$ cat config.mk
export PLATFORM = sky130hd
export DESIGN_NAME = iocs_io_control
export DESIGN_NICKNAME = d
export VERILOG_FILES = /design/src/verilog/iocs_pkg.sv /design/src/verilog/iocs_io_control.sv /design/src/verilog/iocs_buf2.sv
export SDC_FILE = /design/constraint.sdc
export NUM_CORES = 1
export LEC_CHECK = 0
export CAP_MARGIN = 10
export CORE_AREA = 2 2 392 394
export DETAILED_ROUTE_END_ITERATION = 8
export DIE_AREA = 0 0 394 396
export DONT_BUFFER_PORTS = 1
export MAX_ROUTING_LAYER = met4
export PLACE_DENSITY = 0.3
export SETUP_SLACK_MARGIN = 0.05
export SYNTH_ARGS = -nofsm -noshare
export SYNTH_HDL_FRONTEND = slang
export SYNTH_SLANG_ARGS = --single-unit
export TNS_END_PERCENT = 5
$ cat constraint.sdc
create_clock -name clk_i -period 3.6 [get_ports clk_i]
set_input_delay 0.18 -clock clk_i [delete_from_list [all_inputs] [get_ports clk_i]]
set_output_delay 0.18 -clock clk_i [all_outputs]
set_load 0.01 [all_outputs]
$ cat src/verilog/iocs_pkg.sv
package iocs_pkg;
    // word and select widths
    localparam int unsigned WORD_W = 16;
    localparam int unsigned SEL_W = 6;
    localparam int unsigned OPC_W = 6;
    // main frame positions plus the larger extender option
    localparam int unsigned MAIN_POS = 16;
    localparam int unsigned EXT_POS = 32;
    // instruction field positions
    localparam int unsigned OPC_LSB = 10;
    localparam int unsigned ACC_B_BIT = 9;
    localparam int unsigned SUB_LSB = 6;
    localparam int unsigned SEL_LSB = 0;
    // top six bits that mark an input/output instruction
    localparam logic [5:0] OPC_IO = 6'h38;
    // sub-operation codes, bits 8..6
    localparam logic [2:0] SUB_HALT = 3'h0;
    localparam logic [2:0] SUB_TSTF = 3'h1;
    localparam logic [2:0] SUB_SETF = 3'h2;
    localparam logic [2:0] SUB_CLRF = 3'h3;
    localparam logic [2:0] SUB_SETC = 3'h4;
    localparam logic [2:0] SUB_CLRC = 3'h5;
    localparam logic [2:0] SUB_IN = 3'h6;
    localparam logic [2:0] SUB_OUT = 3'h7;
    // select code zero is the interrupt system itself
    localparam logic [5:0] SEL_INTSYS = 6'h00;
    // front-panel switch register position
    localparam logic [5:0] SEL_SWREG = 6'h01;
    // reset values
    localparam logic RST_IEN = 1'b0;
    localparam logic [15:0] RST_WORD = 16'h0000;
    // control states, gray along halt -> fetch -> exec
    typedef enum logic [1:0] {
        ST_HALT = 2'b00,
        ST_FETCH = 2'b01,
        ST_EXEC = 2'b11
    } iocs_state_t;
endpackage

$ cat src/verilog/iocs_io_control.sv
`timescale 1ns/100ps
`default_nettype none
// Notes on behaviour
// - sixteen main positions plus extender positions
// - switch register readable like any buffer
// - exactly one position enabled by a select below the position count
// - input strobe broadcast, selected word gated
// - input word stored into A or B
// - output strobe broadcast, selected buffer latches
// - output word read from A or B
// - test, set, clear selected control/flag
// - cards use control/flag to run transfers
// - requests honoured only after interrupt enable
// - request loads flag-specific address via the vector address bus
// - request forces the fetch phase
// - power-up halted with fetch indication on
// - instruction decoded only during fetch phase
module iocs_io_control import iocs_pkg::*; #(
    parameter int unsigned NUM_POS = MAIN_POS + EXT_POS
) (
    input wire logic clk_i,
    input wire logic sys_rst_i,
    input wire logic ce_i,
    input wire logic run_i, // panel run button, async
    input wire logic [WORD_W-1:0] sw_reg_i, // panel switches, async
    input wire logic instr_valid_i,
    output logic instr_ready_o,
    input wire logic [WORD_W-1:0] instr_i,
    input wire logic [WORD_W-1:0] acc_a_i,
    input wire logic [WORD_W-1:0] acc_b_i,
    input wire logic [NUM_POS*WORD_W-1:0] card_data_i,
    input wire logic [NUM_POS-1:0] card_flag_i,
    output logic [NUM_POS-1:0] sel_en_o,
    output logic in_strobe_o,
    output logic out_strobe_o,
    output logic [WORD_W-1:0] out_bus_o,
    output logic set_flag_o,
    output logic clr_flag_o,
    output logic set_ctl_o,
    output logic clr_ctl_o,
    output logic skip_o,
    output logic read_a_o,
    output logic read_b_o,
    output logic store_a_o,
    output logic store_b_o,
    input wire logic store_ready_i,
    output logic [WORD_W-1:0] result_bus_o,
    output logic mar_load_o,
    output logic [WORD_W-1:0] mar_bus_o,
    output logic fetch_phase_signal_o,
    output logic halt_o,
    output logic ien_o
);
    // panel pins pass two flops before use
    // switches move by hand, so a word may settle a cycle late
    logic run_s1_r, run_s2_r;
    logic [WORD_W-1:0] sw_s1_r, sw_s2_r;
    always_ff @(posedge clk_i or posedge sys_rst_i) begin
        if (sys_rst_i) begin
            run_s1_r <= 1'b0;
            run_s2_r <= 1'b0;
            sw_s1_r <= RST_WORD;
            sw_s2_r <= RST_WORD;
        end else if (ce_i) begin
            run_s1_r <= run_i;
            run_s2_r <= run_s1_r;
            sw_s1_r <= sw_reg_i;
            sw_s2_r <= sw_s1_r;
        end
    end

    iocs_state_t st_r, st_nxt; // sequencer state
    logic [2:0] sub_r, sub_nxt; // latched sub-operation
    logic [SEL_W-1:0] sel_r, sel_nxt; // transfer register select bits
    logic accb_r, accb_nxt; // accumulator B chosen
    logic ien_r, ien_nxt; // interrupt system enabled
    logic run_d_r; // previous run level, edge detect
    logic [WORD_W-1:0] out_r, out_nxt; // word for output buffers
    logic [WORD_W-1:0] mar_r, mar_nxt; // vector address
    logic mload_r, mload_nxt; // vector load pulse
    logic [WORD_W-1:0] s_bus; // gated input word
    logic [NUM_POS-1:0] dec; // one-hot select decode
    logic irq_any; // any flag pending and honoured
    logic [SEL_W-1:0] irq_sel; // lowest flagged position wins
    logic is_io, take, run_pulse, buf_ready, buf_valid;
    logic [WORD_W:0] buf_out;

    // per-position decode and input gating
    genvar g;
    for (g = 0; g < NUM_POS; g++) begin : g_pos
        assign dec[g] = (sel_r == SEL_W'(g));
    end

    // or-gather the selected word; zeros when nothing matches
    always_comb begin
        s_bus = '0;
        for (int i = 0; i < NUM_POS; i++) begin
            if (dec[i]) begin
                s_bus = card_data_i[i*WORD_W +: WORD_W];
            end
        end
        if (sel_r == SEL_SWREG) begin
            s_bus = sw_s2_r;
        end
    end

    // fixed priority: lowest select code with a raised flag
    always_comb begin
        irq_sel = '0;
        for (int i = NUM_POS - 1; i >= 0; i--) begin
            if (card_flag_i[i]) begin
                irq_sel = SEL_W'(i);
            end
        end
    end

    // sequencer next state
    always_comb begin
        run_pulse = run_s2_r && !run_d_r;
        is_io = (instr_i[OPC_LSB +: OPC_W] == OPC_IO);
        irq_any = ien_r && (card_flag_i != '0);
        // an input can only start when the buffer has room; a low
        // enable must not look like an accepted word
        instr_ready_o = ce_i && (st_r == ST_FETCH) && !irq_any && buf_ready;
        take = instr_valid_i && instr_ready_o && is_io;
        st_nxt = st_r;
        sub_nxt = sub_r;
        sel_nxt = sel_r;
        accb_nxt = accb_r;
        ien_nxt = ien_r;
        out_nxt = out_r;
        mar_nxt = mar_r;
        mload_nxt = 1'b0;
        case (st_r)
            ST_HALT: begin
                if (run_pulse) begin
                    st_nxt = ST_FETCH;
                end
            end
            ST_FETCH: begin
                if (irq_any) begin
                    // vector through the vector address bus; return is software's job
                    mar_nxt = WORD_W'(irq_sel);
                    mload_nxt = 1'b1;
                    st_nxt = ST_FETCH;
                end else if (take) begin
                    sub_nxt = instr_i[SUB_LSB +: 3];
                    sel_nxt = instr_i[SEL_LSB +: SEL_W];
                    accb_nxt = instr_i[ACC_B_BIT];
                    out_nxt = instr_i[ACC_B_BIT] ? acc_b_i : acc_a_i;
                    st_nxt = ST_EXEC;
                end
            end
            ST_EXEC: begin
                st_nxt = (sub_r == SUB_HALT) ? ST_HALT : ST_FETCH;
                if (sel_r == SEL_INTSYS) begin
                    // select zero steers the interrupt system
                    if (sub_r == SUB_SETF) begin
                        ien_nxt = 1'b1;
                    end else if (sub_r == SUB_CLRF) begin
                        ien_nxt = 1'b0;
                    end
                end
            end
            default: st_nxt = ST_HALT;
        endcase
    end

    // sequencer registers; comes up halted
    always_ff @(posedge clk_i or posedge sys_rst_i) begin
        if (sys_rst_i) begin
            st_r <= ST_HALT;
            sub_r <= SUB_HALT;
            sel_r <= '0;
            accb_r <= 1'b0;
            ien_r <= RST_IEN;
            run_d_r <= 1'b0;
            out_r <= RST_WORD;
            mar_r <= RST_WORD;
            mload_r <= 1'b0;
        end else if (ce_i) begin
            st_r <= st_nxt;
            sub_r <= sub_nxt;
            sel_r <= sel_nxt;
            accb_r <= accb_nxt;
            ien_r <= ien_nxt;
            run_d_r <= run_s2_r;
            out_r <= out_nxt;
            mar_r <= mar_nxt;
            mload_r <= mload_nxt;
        end
    end

    // strobes to cards; the card's own bits run its peripheral
    always_comb begin
        logic ex;
        ex = (st_r == ST_EXEC) && ce_i;
        sel_en_o = ex ? dec : '0;
        in_strobe_o = ex && (sub_r == SUB_IN);
        out_strobe_o = ex && (sub_r == SUB_OUT);
        set_flag_o = ex && (sub_r == SUB_SETF);
        clr_flag_o = ex && (sub_r == SUB_CLRF);
        set_ctl_o = ex && (sub_r == SUB_SETC);
        clr_ctl_o = ex && (sub_r == SUB_CLRC);
        skip_o = ex && (sub_r == SUB_TSTF) &&
            ((card_flag_i & dec) != '0);
        read_a_o = take && !instr_i[ACC_B_BIT];
        read_b_o = take && instr_i[ACC_B_BIT];
        out_bus_o = out_r;
        fetch_phase_signal_o = (st_r != ST_EXEC);
        halt_o = (st_r == ST_HALT);
        ien_o = ien_r;
        mar_load_o = mload_r;
        mar_bus_o = mar_r;
    end

    // input word waits here until the accumulator accepts it
    iocs_buf2 #(
        .WIDTH(WORD_W + 1),
        .DEPTH(2)
    ) u_buf (
        .clk_i(clk_i),
        .sys_rst_i(sys_rst_i),
        .ce_i(ce_i),
        .in_valid_i(in_strobe_o),
        .in_ready_o(buf_ready),
        .in_data_i({accb_r, s_bus}),
        .out_valid_o(buf_valid),
        .out_ready_i(store_ready_i),
        .out_data_o(buf_out)
    );

    // store enables pick the accumulator; held off while frozen,
    // since the head cannot pop then
    always_comb begin
        result_bus_o = buf_out[WORD_W-1:0];
        store_a_o = ce_i && buf_valid && !buf_out[WORD_W];
        store_b_o = ce_i && buf_valid && buf_out[WORD_W];
    end

    // checks
    a_one_hot_sel: assert property (@(posedge clk_i) disable iff (sys_rst_i)
        (st_r == ST_EXEC && sel_r < SEL_W'(NUM_POS) && ce_i)
        |-> $onehot(sel_en_o))
        else $error("select enable not one-hot");
    a_in_zero_idle: assert property (@(posedge clk_i) disable iff (sys_rst_i)
        (sel_r >= SEL_W'(NUM_POS) && sel_r != SEL_SWREG) |-> s_bus == '0)
        else $error("unmatched select gave nonzero word");
    a_in_stores: assert property (@(posedge clk_i) disable iff (sys_rst_i)
        (in_strobe_o && !store_a_o && !store_b_o)
        |=> (store_a_o || store_b_o || !ce_i))
        else $error("input word not presented for store");
    a_out_word: assert property (@(posedge clk_i) disable iff (sys_rst_i)
        (read_b_o && ce_i) |=> out_bus_o == $past(acc_b_i))
        else $error("output word not taken from B");
    a_out_strobe: assert property (@(posedge clk_i) disable iff (sys_rst_i)
        (take && ce_i && instr_i[SUB_LSB +: 3] == SUB_OUT)
        |=> out_strobe_o || !ce_i)
        else $error("output strobe missing");
    a_no_irq_off: assert property (@(posedge clk_i) disable iff (sys_rst_i)
        !ien_r |=> !mar_load_o)
        else $error("vector without interrupt enable");
    a_irq_vector: assert property (@(posedge clk_i) disable iff (sys_rst_i)
        (st_r == ST_FETCH && irq_any && ce_i)
        |=> mar_load_o && fetch_phase_signal_o)
        else $error("flag request not vectored");
    a_decode_fetch: assert property (@(posedge clk_i) disable iff (sys_rst_i)
        instr_ready_o |-> fetch_phase_signal_o && !halt_o)
        else $error("instruction taken outside fetch");
    a_halt_fetch: assert property (@(posedge clk_i) disable iff (sys_rst_i)
        halt_o |-> fetch_phase_signal_o)
        else $error("halt without fetch indication");
endmodule
`default_nettype wire

$ cat src/verilog/iocs_buf2.sv
`timescale 1ns/100ps
`default_nettype none
// two-entry buffer: a stall downstream loses nothing
module iocs_buf2 #(
    parameter int unsigned WIDTH = 17,
    parameter int unsigned DEPTH = 2
) (
    input wire logic clk_i,
    input wire logic sys_rst_i,
    input wire logic ce_i,
    input wire logic in_valid_i,
    output logic in_ready_o,
    input wire logic [WIDTH-1:0] in_data_i,
    output logic out_valid_o,
    input wire logic out_ready_i,
    output logic [WIDTH-1:0] out_data_o
);
    localparam int unsigned PW = (DEPTH > 1) ? $clog2(DEPTH) : 1;
    logic [WIDTH-1:0] mem_r [DEPTH]; // storage array
    logic [PW-1:0] wp_r, wp_nxt; // write pointer
    logic [PW-1:0] rp_r, rp_nxt; // read pointer
    logic [PW:0] cnt_r, cnt_nxt; // fill level
    logic push, pop;

    // handshakes and pointer updates
    always_comb begin
        in_ready_o = (cnt_r != (PW+1)'(DEPTH));
        out_valid_o = (cnt_r != '0);
        push = in_valid_i && in_ready_o;
        pop = out_valid_o && out_ready_i;
        wp_nxt = wp_r;
        rp_nxt = rp_r;
        if (push) begin
            wp_nxt = (wp_r == PW'(DEPTH - 1)) ? '0 : wp_r + PW'(1);
        end
        if (pop) begin
            rp_nxt = (rp_r == PW'(DEPTH - 1)) ? '0 : rp_r + PW'(1);
        end
        cnt_nxt = cnt_r + (PW+1)'(push) - (PW+1)'(pop);
        out_data_o = mem_r[rp_r];
    end

    // registers; frozen while the enable is low
    always_ff @(posedge clk_i or posedge sys_rst_i) begin
        if (sys_rst_i) begin
            wp_r <= '0;
            rp_r <= '0;
            cnt_r <= '0;
        end else if (ce_i) begin
            wp_r <= wp_nxt;
            rp_r <= rp_nxt;
            cnt_r <= cnt_nxt;
        end
    end

    // storage has no reset; only valid entries are read
    always_ff @(posedge clk_i) begin
        if (ce_i && push) begin
            mem_r[wp_r] <= in_data_i;
        end
    end
endmodule
`default_nettype wire

==> results of run 1 <==
metal layers:
layer / vias to the layer above / track usage / wire length (um)
met5: - / - / 0
met4: 0 / 0.0381 / 2340
met3: 111 / 0.0641 / 15700
met2: 1141 / 0.386 / 89300
met1: 9414 / 0.288 / 78100
li1: 7499 / - / -
flip-flops by register name, indices dropped and copies added, names as in the netlist, 2 cells and up:
register,flops
sel_r,6
sw_s1_r,16
sw_s2_r,16
st_r,2
u_buf.mem_r,34
sub_r,3
u_buf.cnt_r,2
out_bus_o,16
mar_bus_o,6
cell usage after synthesis (29+ instances only):
| cell type | instances | share of area |
|---|---|---|
| sky130_fd_sc_hd__mux2i_1 | 96 | 0.070 |
| sky130_fd_sc_hd__nor3_1 | 38 | 0.014 |
| sky130_fd_sc_hd__nand3_1 | 42 | 0.015 |
| sky130_fd_sc_hd__a221oi_1 | 29 | 0.018 |
| sky130_fd_sc_hd__nand2_1 | 171 | 0.047 |
| sky130_fd_sc_hd__a31oi_1 | 29 | 0.013 |
| sky130_fd_sc_hd__clkbuf_1 | 48 | 0.013 |
| sky130_fd_sc_hd__a21oi_1 | 148 | 0.054 |
| sky130_fd_sc_hd__nor2_1 | 188 | 0.051 |
| sky130_fd_sc_hd__buf_2 | 104 | 0.038 |
| sky130_fd_sc_hd__edfxtp_1 | 34 | 0.074 |
| sky130_fd_sc_hd__o22ai_1 | 68 | 0.031 |
| sky130_fd_sc_hd__dfrtp_1 | 75 | 0.14 |
| sky130_fd_sc_hd__mux2_2 | 102 | 0.083 |
| sky130_fd_sc_hd__a22oi_1 | 41 | 0.022 |
| sky130_fd_sc_hd__o21ai_0 | 156 | 0.057 |
layout make-up:
class,instances,area [sq um],area share
multi-input cells,1495,10200,0.526
repair buffers,355,3180,0.164
inverters,26,103,0.00528
clock buffers,10,250,0.0129
clock inverters,6,48.8,0.00251
diodes,70,175,0.00902
well taps,2030,2540,0.131
flip-flops and latches,109,2910,0.150
power groups by stage:
stage / Combinational, uW / Sequential [uW] / Clock [uW]
CTS: 3190 / 1600 / 1150
floorplan: 1440 / 1500 / 0
global route: 3290 / 1610 / 1180
detailed placement: 3080 / 1630 / 0
global placement: 3070 / 1630 / 0
finish: 3140 / 1590 / 1100
final timing paths:
check / start / end / slack [ps] / cells past startpoint
min in group asynchronous: sys_rst_i / out_bus_o[4] / 410 / 2
max reg2reg: sel_r[1] / u_buf.mem_r[1][15] / 60 / 10
min reg2reg: run_d_r / st_r[0] / 470 / 1
max: sel_r[1] / u_buf.mem_r[1][15] / 60 / 10
min: acc_a_i[8] / out_bus_o[8] / 40 / 2
max in group asynchronous: sys_rst_i / sw_s2_r[3] / 2310 / 3
cells in the final DEF (no fill, tap or decap), drive strengths merged, types with 9 or more instances in the layout:
master / netlist / layout
a221oi: 29 / 29
nand4: 13 / 13
o21ai: 163 / 163
o32ai: 13 / 13
a21oi: 148 / 148
nor2b: 11 / 11
dfrtp: 75 / 75
o2bb2ai: 11 / 11
a222oi: 14 / 14
nor4: 16 / 16
nor2: 193 / 193
nor3: 38 / 38
o22ai: 68 / 68
inv: 26 / 30
o31ai: 17 / 17
and3: 9 / 9
a22oi: 41 / 41
a31oi: 29 / 29
o221ai: 27 / 27
mux2i: 96 / 96
mux2: 106 / 106
nand2: 171 / 171
a2111oi: 11 / 11
a22o: 10 / 10
diode: 0 / 70
edfxtp: 34 / 34
conb: 1 / 10
a32oi: 10 / 10
a211oi: 27 / 27
nand3: 42 / 42
dlygate4sd3: 0 / 47
buf: 133 / 307
clkbuf: 50 / 11
o211ai: 19 / 19
what timing repair did:
action | 4_1_cts | 5_1_grt
setup endpoints to repair | 25 | 13
pin swaps | 3 | 5
gates resized for setup | 31 | 17
hold buffers | 48 | 0
gates cloned | 0 | 1
endpoints found under the hold margin | 111 | 0
setup buffers | 3 | 2
worst max-delay path, stage by stage, from the launching register on:
cell and delay, ps:
sky130_fd_sc_hd__dfrtp_4 550, sky130_fd_sc_hd__buf_12 280, sky130_fd_sc_hd__buf_4 390, sky130_fd_sc_hd__mux2i_1 730, sky130_fd_sc_hd__buf_4 230, sky130_fd_sc_hd__a21oi_1 60, sky130_fd_sc_hd__o221ai_1 400, sky130_fd_sc_hd__nor3_1 100
sky130_fd_sc_hd__o21ai_0 110, sky130_fd_sc_hd__buf_4 180, sky130_fd_sc_hd__nand3_1 90
per-stage QoR:
stage | total power (uW) | hold WS (ps) | worst slack, ps | utilization | instances
detailed placement | 4710 | 264 | -433 | 0.120 | 3961
finish | 5840 | 40.2 | 59.5 | 0.128 | 4101
global placement | 4700 | 275 | -434 | 0.120 | 3959
floorplan | 2940 | 281 | 839 | - | 1813
global route | 6080 | 26.0 | 52.0 | 0.128 | 4090
CTS | 5940 | 12.7 | -30.3 | 0.126 | 4028
logic make-up after synthesis:
| group | Yosys count | share of synthesized area |
|---|---|---|
| simple gates | 550 | 0.194 |
| flops | 109 | 0.211 |
| xor+xnor | 4 | 0.00255 |
| fa+ha+maj | 2 | 0.00182 |
| mux | 209 | 0.169 |
| buf+inv | 209 | 0.0721 |
| other cells | 1 | 0.000272 |
| compound gates | 720 | 0.350 |
==> results list, run 1 <==
- GRT Resource Usage Total: 0.234
- Clock skew on the completed layout was measured at 28.1 ps.
* Area growth, synth to finish: 41.0%
- DIE HEIGHT: 396 um
* Number of synthesized register bits: 109
- STA classifies the critical path endpoint as a flop.
* Width of the die: 394 um
- Vias in the first global route: 17,900
- The core region is 152,000 sq um.
- TritonCTS built the clock tree.
- Of all nets on the critical path, the largest fanout is 40.
* Crit Path Category: flop to flop
- Count of distinct cell types in the synthesized netlist: 93
- CTS clk-pin slew, worst paths: 100 ps
- For the pin with the worst max-slew slack, the measured transition is 1130 ps.
* Initial antenna violation count: 99
- The min-delay analysis places its worst path in the category input port to flop.
* Data arrival time of the critical path: 3660 ps
- Final-report max-slew violation count: 0
* NetSw: 2770 uW
- STA classifies the critical path startpoint as a flop.
- Final HPWL DP: 160,000 um
- After routing the design area is 19,400 sq um.
- Gate count of the mapped netlist: 1,804
- Max Cap Viol: 0
* Final hold violations: 0
- Number of filler cells placed in the layout: 17,600
- Full die area: 156,000 sq um
- CTS saw 109 sinks.
- Max-slew headroom at the worst pin: 0.250
* Row count: 143
- Post-route antenna net violation count: 0
* Pin count of the biggest net entering global routing: 57
* Fin crit period: 3540 ps
- The net count of the finished layout is 2,884.
* Post-Syn Area per Cell: 7.63 sq um
- Of the available clock period, the critical path in the final layout requires 0.983.
- The first global-routing pass estimated 228,000 um of wire.
- Wirelength per Cell: 45.2 um
- Final Setup Violations: 0
- Detailed-route via count: 18,200
* Synth warnings: 0
- Based on the critical path, the design can be clocked at up to 282 MHz.
- At the worst endpoint, the required time is 3720 ps.
- Of the total power, registers draw 0.273.
- 998 I/O pins were placed.
- Top flip-flop cell by instance count after synthesis: sky130_fd_sc_hd__dfrtp_1
* Sum of negative setup slack: 0 ps
- In the routed design, unresolved DRC markers number 0.
- Combinational share of power: 0.538
- After detailed placement, the total cell area comes to 18,200 sq um.
- The synthesized netlist occupies a cell area of 13,800 sq um.
- The clock passes through at most 2 buffers.
- Initial core utilization: 0.0908
- Number of enable-type register cells in the synthesized netlist: 34
* Static leakage: 0.00624 uW
- The cell sitting at the root of the clock tree is a sky130_fd_sc_hd__clkbuf_16.
* Share of total power in the clock network: 0.189
* Power per cell area: 301 nW/um^2
* Async set-reset flop share out of synthesis: 0.688
- Overall overflow remaining after global route: 0
- Run status: completed
- Count of buffers from port buffering: 0
- Final WL: 186,000 um
- The H-tree was split into 3 levels.
* Highest ir drop seen on vdd: 0.247 mV
* Cell-internal power: 3070 uW
* Iteration-0 DRC count of the detailed router: 2,073
* Via density per instance: 4.43
- The first TritonRoute pass finished after 6 iterations.
- Clock tree synthesis inserted a total of 9 buffers.
- Fraction of final layout cells sized beyond drive strength 1: 0.259
- Setup repair after global routing left no endpoint under its margin.
- Routability-driven placement congestion ratio: 1.00
- The share of the Yosys chip area taken by registers is 0.211.
- Worst-Skew Late Latency: 410 ps
- Switching share of power: 0.475
Note: power is estimated with default switching activity, not from simulation.
==> run 2, diff against run 1 <==
--- a/config.mk
+++ b/config.mk
@@ -6,6 +6,8 @@
 export NUM_CORES = 1
 export LEC_CHECK = 0
 export CAP_MARGIN = 10
+export CELL_PAD_IN_SITES_DETAIL_PLACEMENT = 1
+export CELL_PAD_IN_SITES_GLOBAL_PLACEMENT = 1
 export CORE_AREA = 2 2 392 394
 export DETAILED_ROUTE_END_ITERATION = 8
 export DIE_AREA = 0 0 394 396
==> results list, run 2 (same netlist as run 1, synthesis figures left out) <==
- Run status: completed
- DRC violation count after routing: 0
- The floorplan has 143 rows.
- Largest register FFs: 34
* Critical Path RT: 3750 ps
- The final max-slew violation count is 0.
* Most frequent cells in the layout: sky130_fd_sc_hd__buf_4 (262), sky130_fd_sc_hd__nor2_1 (177), sky130_fd_sc_hd__nand2_1 (169), sky130_fd_sc_hd__o21ai_0 (154), sky130_fd_sc_hd__a21oi_1 (148)
- The placed instances occupy a cell area of 18,100 sq um.
- Dividing the final minimum period by the clock period gives 0.985.
* Worst setup path startpoint: sel_r[5]
- The number of global-route vias before repair came to 19,000.
- After the first detailed-routing iteration, the DRC count stood at 1,611.
- Max Clock Freq: 282 MHz
* Non-Filler Cell Area, Final: 19,300 sq um
- The clock passes through at most 2 buffers.
* Width of the die: 394 um
- Router iterations before antenna repair: 7
* Static leakage: 0.00617 uW
* Overall overflow remaining after global route: 0
* Fraction of final layout cells sized beyond drive strength 1: 0.252
* Total core area: 152,000 sq um
* Clk sink count: 109
- In this run the worst path has a maximum fanout of 16.
* First-pass GRT wire length: 224,000 um
* Post-route antenna net violation count: 0
- Setup violations remaining at the end of the flow were counted as 0.
- Summed over all failing endpoints, the final setup total negative slack is 0 ps.
- The routed layout has 18,100 vias.
- Most common cell after layout, fill and taps aside: sky130_fd_sc_hd__buf_4
* Total number of H-tree levels: 3
* Final HPWL DP: 154,000 um
- u_buf.mem_r holds more flip-flops than any other register.
- Data arrival time of the critical path: 3690 ps
* CTS clk-pin slew, worst paths: 110 ps
- Max Cap Viol: 0
* Final hold violations: 0
- Via density per instance: 4.44
- Cts bufs inserted: 9
* Critical path startpoint category: flop
* Pin count of the biggest net entering global routing: 45
- DIE HEIGHT: 396 um
- Initial antenna violation count: 79
- Wirelength per Cell: 44.0 um
- Slack of the critical path: 55.0 ps
* Highest ir drop seen on vdd: 0.203 mV
- Setup repair after global routing could not meet its margin everywhere.
- The startpoint identified for the worst hold timing path is acc_a_i[3].
- Buffer cell driving the clock tree root: sky130_fd_sc_hd__clkbuf_16
* Area growth, synth to finish: 40.2%
- On the final layout, the worst clock skew is 27.3 ps.
- Max-slew headroom at the worst pin: 0.177
- The later pin in the worst-skew pair is clocked with a latency of 430 ps.
- Fin crit period: 3540 ps
- Path class of the lowest-slack min-delay path: input port to flop
- Critical Path End Type: flop
- During I/O placement, the number of pins put on the boundary was 998.
- For this design the ratio of total power to cell area is 308 nW/um^2.
- Total power: 5940 uW
* Clock tree from TritonCTS: done
- Worst setup slack before clock tree synthesis: -314 ps
* Utilization of the core after routing: 0.127
- Worst-margin pin slew: 1230 ps
- The critical path in this run is classified as flop to flop.
* R2R Path Start: sel_r[5]
* GRT Resource Usage Total: 0.227
* Nets@finish: 2,876
- Wires add up to 179,000 um.
- Initial core utilization: 0.0908
- In this run the tool buffered the top-level ports with 0 buffer cells.
- Full die area: 156,000 sq um
- Routability-driven placement congestion ratio: 0.892
-- run 2: cell types whose count changed in the layout (fill, tap and decap cells not counted), sizes merged --
cell | previous run | this run
buf | 307 | 293
bufinv | 0 | 1
clkbuf | 11 | 10
diode | 70 | 59
dlygate4sd3 | 47 | 54
inv | 30 | 29
-- run 2: timing repair --
item	in CTS	in global routing
setup buffers	2	2
gates resized for setup	23	14
hold endpoints to repair	99	1
pin swaps	2	2
endpoints found under the setup margin	31	22
hold buffers	54	1
gates cloned	0	0
-- run 2: through the flow --
| step | hold WS [ps] | cells |
|---|---|---|
| 6_report | 15.0 | 4082 |
| 5_1_grt | 9.14 | 4065 |
| 4_1_cts | 2.52 | 4020 |
| 3_5_place_dp | 172 | 3948 |
| 3_3_place_gp | 161 | 3948 |
| 2_1_floorplan | 281 | 1813 |
-- run 2: worst paths after layout --
path                       depth (start not counted)  slack (ps)           endpoint
min reg2reg                                        1         490            st_r[0]
max                                               11          60  u_buf.mem_r[1][4]
max reg2reg                                       11          60  u_buf.mem_r[1][4]
min                                                2          10       out_bus_o[3]
min in group asynchronous                          2         300           run_s1_r
max in group asynchronous                          3        2400         sw_s1_r[0]
-- run 2: worst max-delay path, stage by stage (launching register included) --
cell	delay, ps
sky130_fd_sc_hd__dfrtp_2	540
sky130_fd_sc_hd__or4b_1	680
sky130_fd_sc_hd__buf_4	300
sky130_fd_sc_hd__nor3_1	170
sky130_fd_sc_hd__a211oi_1	110
sky130_fd_sc_hd__buf_4	180
sky130_fd_sc_hd__o21ai_2	270
sky130_fd_sc_hd__buf_4	170
sky130_fd_sc_hd__o2111ai_1	180
sky130_fd_sc_hd__buf_4	230
sky130_fd_sc_hd__a211oi_2	310
sky130_fd_sc_hd__nor2_1	100
-- run 2: power by group --
part           switching (uW)  total [uW]  leakage [uW]  internal [uW]
logic                    1990        3140       0.00477           1150
registers                 176        1600       0.00125           1430
clock network             638        1190      0.000150            553
-- run 2: final cells by class --
cell class              count  area, sq um
flip-flops and latches    109         2910
well taps                2030         2540
diodes                     59          148
clock buffers              10          229
clock inverters             6         70.1
repair buffers            347         3100
multi-input cells        1495        10200
inverters                  26          108
fillers                 18000       132000
-- run 2: layer usage --
metal	track usage	vias up	routed length [um]
met4	0.0328	0	2670
met3	0.0508	130	13000
met5	-	-	0
met1	0.279	9534	75200
li1	-	7486	-
met2	0.387	962	88600
==> run 3, diff against run 2 <==
--- a/config.mk
+++ b/config.mk
@@ -12,7 +12,6 @@
 export DETAILED_ROUTE_END_ITERATION = 8
 export DIE_AREA = 0 0 394 396
 export DONT_BUFFER_PORTS = 1
-export MAX_ROUTING_LAYER = met4
 export PLACE_DENSITY = 0.3
 export SETUP_SLACK_MARGIN = 0.05
 export SYNTH_ARGS = -nofsm -noshare
==> results list, run 3 (same netlist as run 1, synthesis figures left out) <==
* Power per cell area: 308 nW/um^2
- Cells along the critical path: buf_12 -> nor2_4 -> buf_12 -> buf_4 -> nand2_1 -> buf_4 -> o21ai_0 -> a211o_1 -> a31oi_1 -> buf_4 -> a211o_1
* Most common cell after layout, fill and taps aside: sky130_fd_sc_hd__buf_4
- Headroom to the max-slew limit came out at 0.143.
* Buffer cell driving the clock tree root: sky130_fd_sc_hd__clkbuf_16
* Logic depth of the worst path, buffers included: 11
- Fin Clk Skew: 30.7 ps
- In this run the static leakage power is 0.00616 uW.
* Iteration-0 DRC count of the detailed router: 1,614
* Final Setup Violations: 0
- After detailed routing, the number of vias per cell comes to 4.44.
- Area growth, synth to finish: 40.2%
- Of the cells placed in the final design, the portion with a size suffix greater than 1 is 0.250.
* Total core area: 152,000 sq um
- Wirelength per Cell: 44.2 um
- Counting cells, the worst reg-to-reg path comes to 11.
- The slowest stage of the critical path is the sky130_fd_sc_hd__o21ai_0 cell.
- The flow ran to the end, and the final reports show no timing, DRC or antenna violations.
- Counting both buffers and inverters, the worst setup path holds a total of 5.
- Slack of the critical path: 67.2 ps
- Total number of H-tree levels: 3
* Total power: 5940 uW
* Clk sink count: 109
- Before antenna repair, the detailed router went through 6 iterations.
* Area after DPL: 18,100 sq um
- 998 I/O pins were placed.
- Number of buffers on the longest clock path: 2
- Entering global routing, the biggest net connects 82 pins.
- First-pass GRT wire length: 223,000 um
- TritonCTS built the clock tree.
- Setup repair after global routing could not meet its margin everywhere.
* CTS clk-pin slew, worst paths: 100 ps
- Initial core utilization: 0.0908
- The number of global-route vias before repair came to 18,800.
- Non-Filler Cell Area, Final: 19,300 sq um
* DIE HEIGHT: 396 um
* Nets@finish: 2,869
- The number of antenna violations at the first check in global routing was 89.
- Critical path's most frequent cell: sky130_fd_sc_hd__buf_4
* Crit Path Category: flop to flop
- IR analysis of the VDD net gives a maximum drop of 0.201 mV.
- The count of nets left with antenna violations once routing finished came out at 0.
- Overall overflow remaining after global route: 0
- Full die area: 156,000 sq um
* Final HPWL DP: 152,000 um
- Leaving out fill and tap cells, the most frequent cells in the layout are sky130_fd_sc_hd__buf_4 (241), sky130_fd_sc_hd__nor2_1 (177), sky130_fd_sc_hd__nand2_1 (170), sky130_fd_sc_hd__o21ai_0 (153), sky130_fd_sc_hd__a21oi_1 (146).
- Final hold violations: 0
- Count of buffers from port buffering: 0
- Before CTS, the worst setup slack after placement is -413 ps.
- Across the run, the number of max-cap violations was 0.
- Max Clock Freq: 283 MHz
* Critical path startpoint category: flop
- For this run, the slowest stage of the critical path takes 680 ps.
- In this run the horizontal extent of the chip is 394 um.
- Utilization of the core after routing: 0.127
* Routability-driven placement congestion ratio: 0.884
- In the routed design, unresolved DRC markers number 0.
- Largest register FFs: 34
- Final hold analysis gives a worst-case slack of 37.5 ps.
* Detailed route wirelength on metal2: 86,800 um
- After floorplanning, the core was divided into 143 placement rows.
- Final-report max-slew violation count: 0
* Detailed-route via count: 18,000
- In the global route stage, overall resource usage came out at 0.220.
- After detailed routing, the met3 layer carries 13,600 um of wire.
- Counting instances, the worst hold path has a depth of 2.
- At the later pin of the worst-skew pair, clock insertion delay measures 420 ps.
- The cell family contributing the most delay on the critical path is compound AO/OA/AOI/OAI gates.
* Data arrival time of the critical path: 3710 ps
- Critical Path RT: 3780 ps
* Most flops, register: u_buf.mem_r
- Top routing layer used: met5
* Final worst-path cycle share: 0.981
- Worst-margin pin slew: 1290 ps
- For this block, wires on met1 add up to 73,900 um.
- The path class of the tightest hold or removal check is input port to flop.
- Largest fanout on the critical path: 10
* Final WL: 179,000 um
* Critical Path End Type: flop
- The number of clock buffers added by TritonCTS is 9.
- The worst path needs 3530 ps of the cycle, external delays included.
## run 3: changes by cell type in the layout (fill, tap and decap cells not counted), moves of 2 or more
cell                            change
sky130_fd_sc_hd__buf_4             -21
sky130_fd_sc_hd__a21oi_1            -2
sky130_fd_sc_hd__a21oi_2            +2
sky130_fd_sc_hd__dlygate4sd3_1      +3
sky130_fd_sc_hd__inv_8              +2
sky130_fd_sc_hd__diode_2           -31
sky130_fd_sc_hd__buf_6              +3
sky130_fd_sc_hd__buf_12             +8
## run 3: final timing paths
kind / from / to / slack, ps
hold / removal: acc_a_i[3] / out_bus_o[3] / 40
max in group asynchronous: sys_rst_i / sw_s2_r[2] / 2200
setup / recovery: sel_r[0] / u_buf.mem_r[1][10] / 70
setup reg to reg: sel_r[0] / u_buf.mem_r[1][10] / 70
min in group asynchronous: sys_rst_i / out_bus_o[2] / 430
hold reg to reg: run_d_r / st_r[0] / 490
## run 3: what timing repair did
item,CTS,global route
hold buffers,58,0
endpoints found under the hold margin,112,0
endpoints found under the setup margin,25,23
gates resized for setup,26,19
pin swaps,2,1
setup buffers,5,3
## run 3: metal layers
metal,GRT usage,vias up
met5,0,-
met4,0.0419,76
met3,0.0614,204
met2,0.380,943
met1,0.272,9342
li1,-,7397
## run 3: area by class of cell
| class | count | area, sq um |
|---|---|---|
| Sequential cell | 109 | 2910 |
| Multi-Input combinational cell | 1495 | 10200 |
| Timing Repair Buffer | 340 | 3170 |
| Inverter | 26 | 108 |
| Fill cell | 18000 | 132000 |
| Clock inverter | 7 | 63.8 |
| Tap cell | 2030 | 2540 |
| Antenna cell | 28 | 70.1 |
| Clock buffer | 9 | 225 |
## run 3: stage by stage
| step | cells | setup TNS (ps) |
|---|---|---|
| finish | 4044 | 0 |
| global route | 4027 | 0 |
| CTS | 4013 | -7.18 |
| detailed placement | 3934 | -2260 |
| global placement | 3934 | -2730 |
| floorplan | 1813 | 0 |
## run 3: report_power, final
part	internal, uW	switching [uW]	total (uW)
clock	489	629	1120
sequential	1430	167	1590
combinational	1190	2030	3220
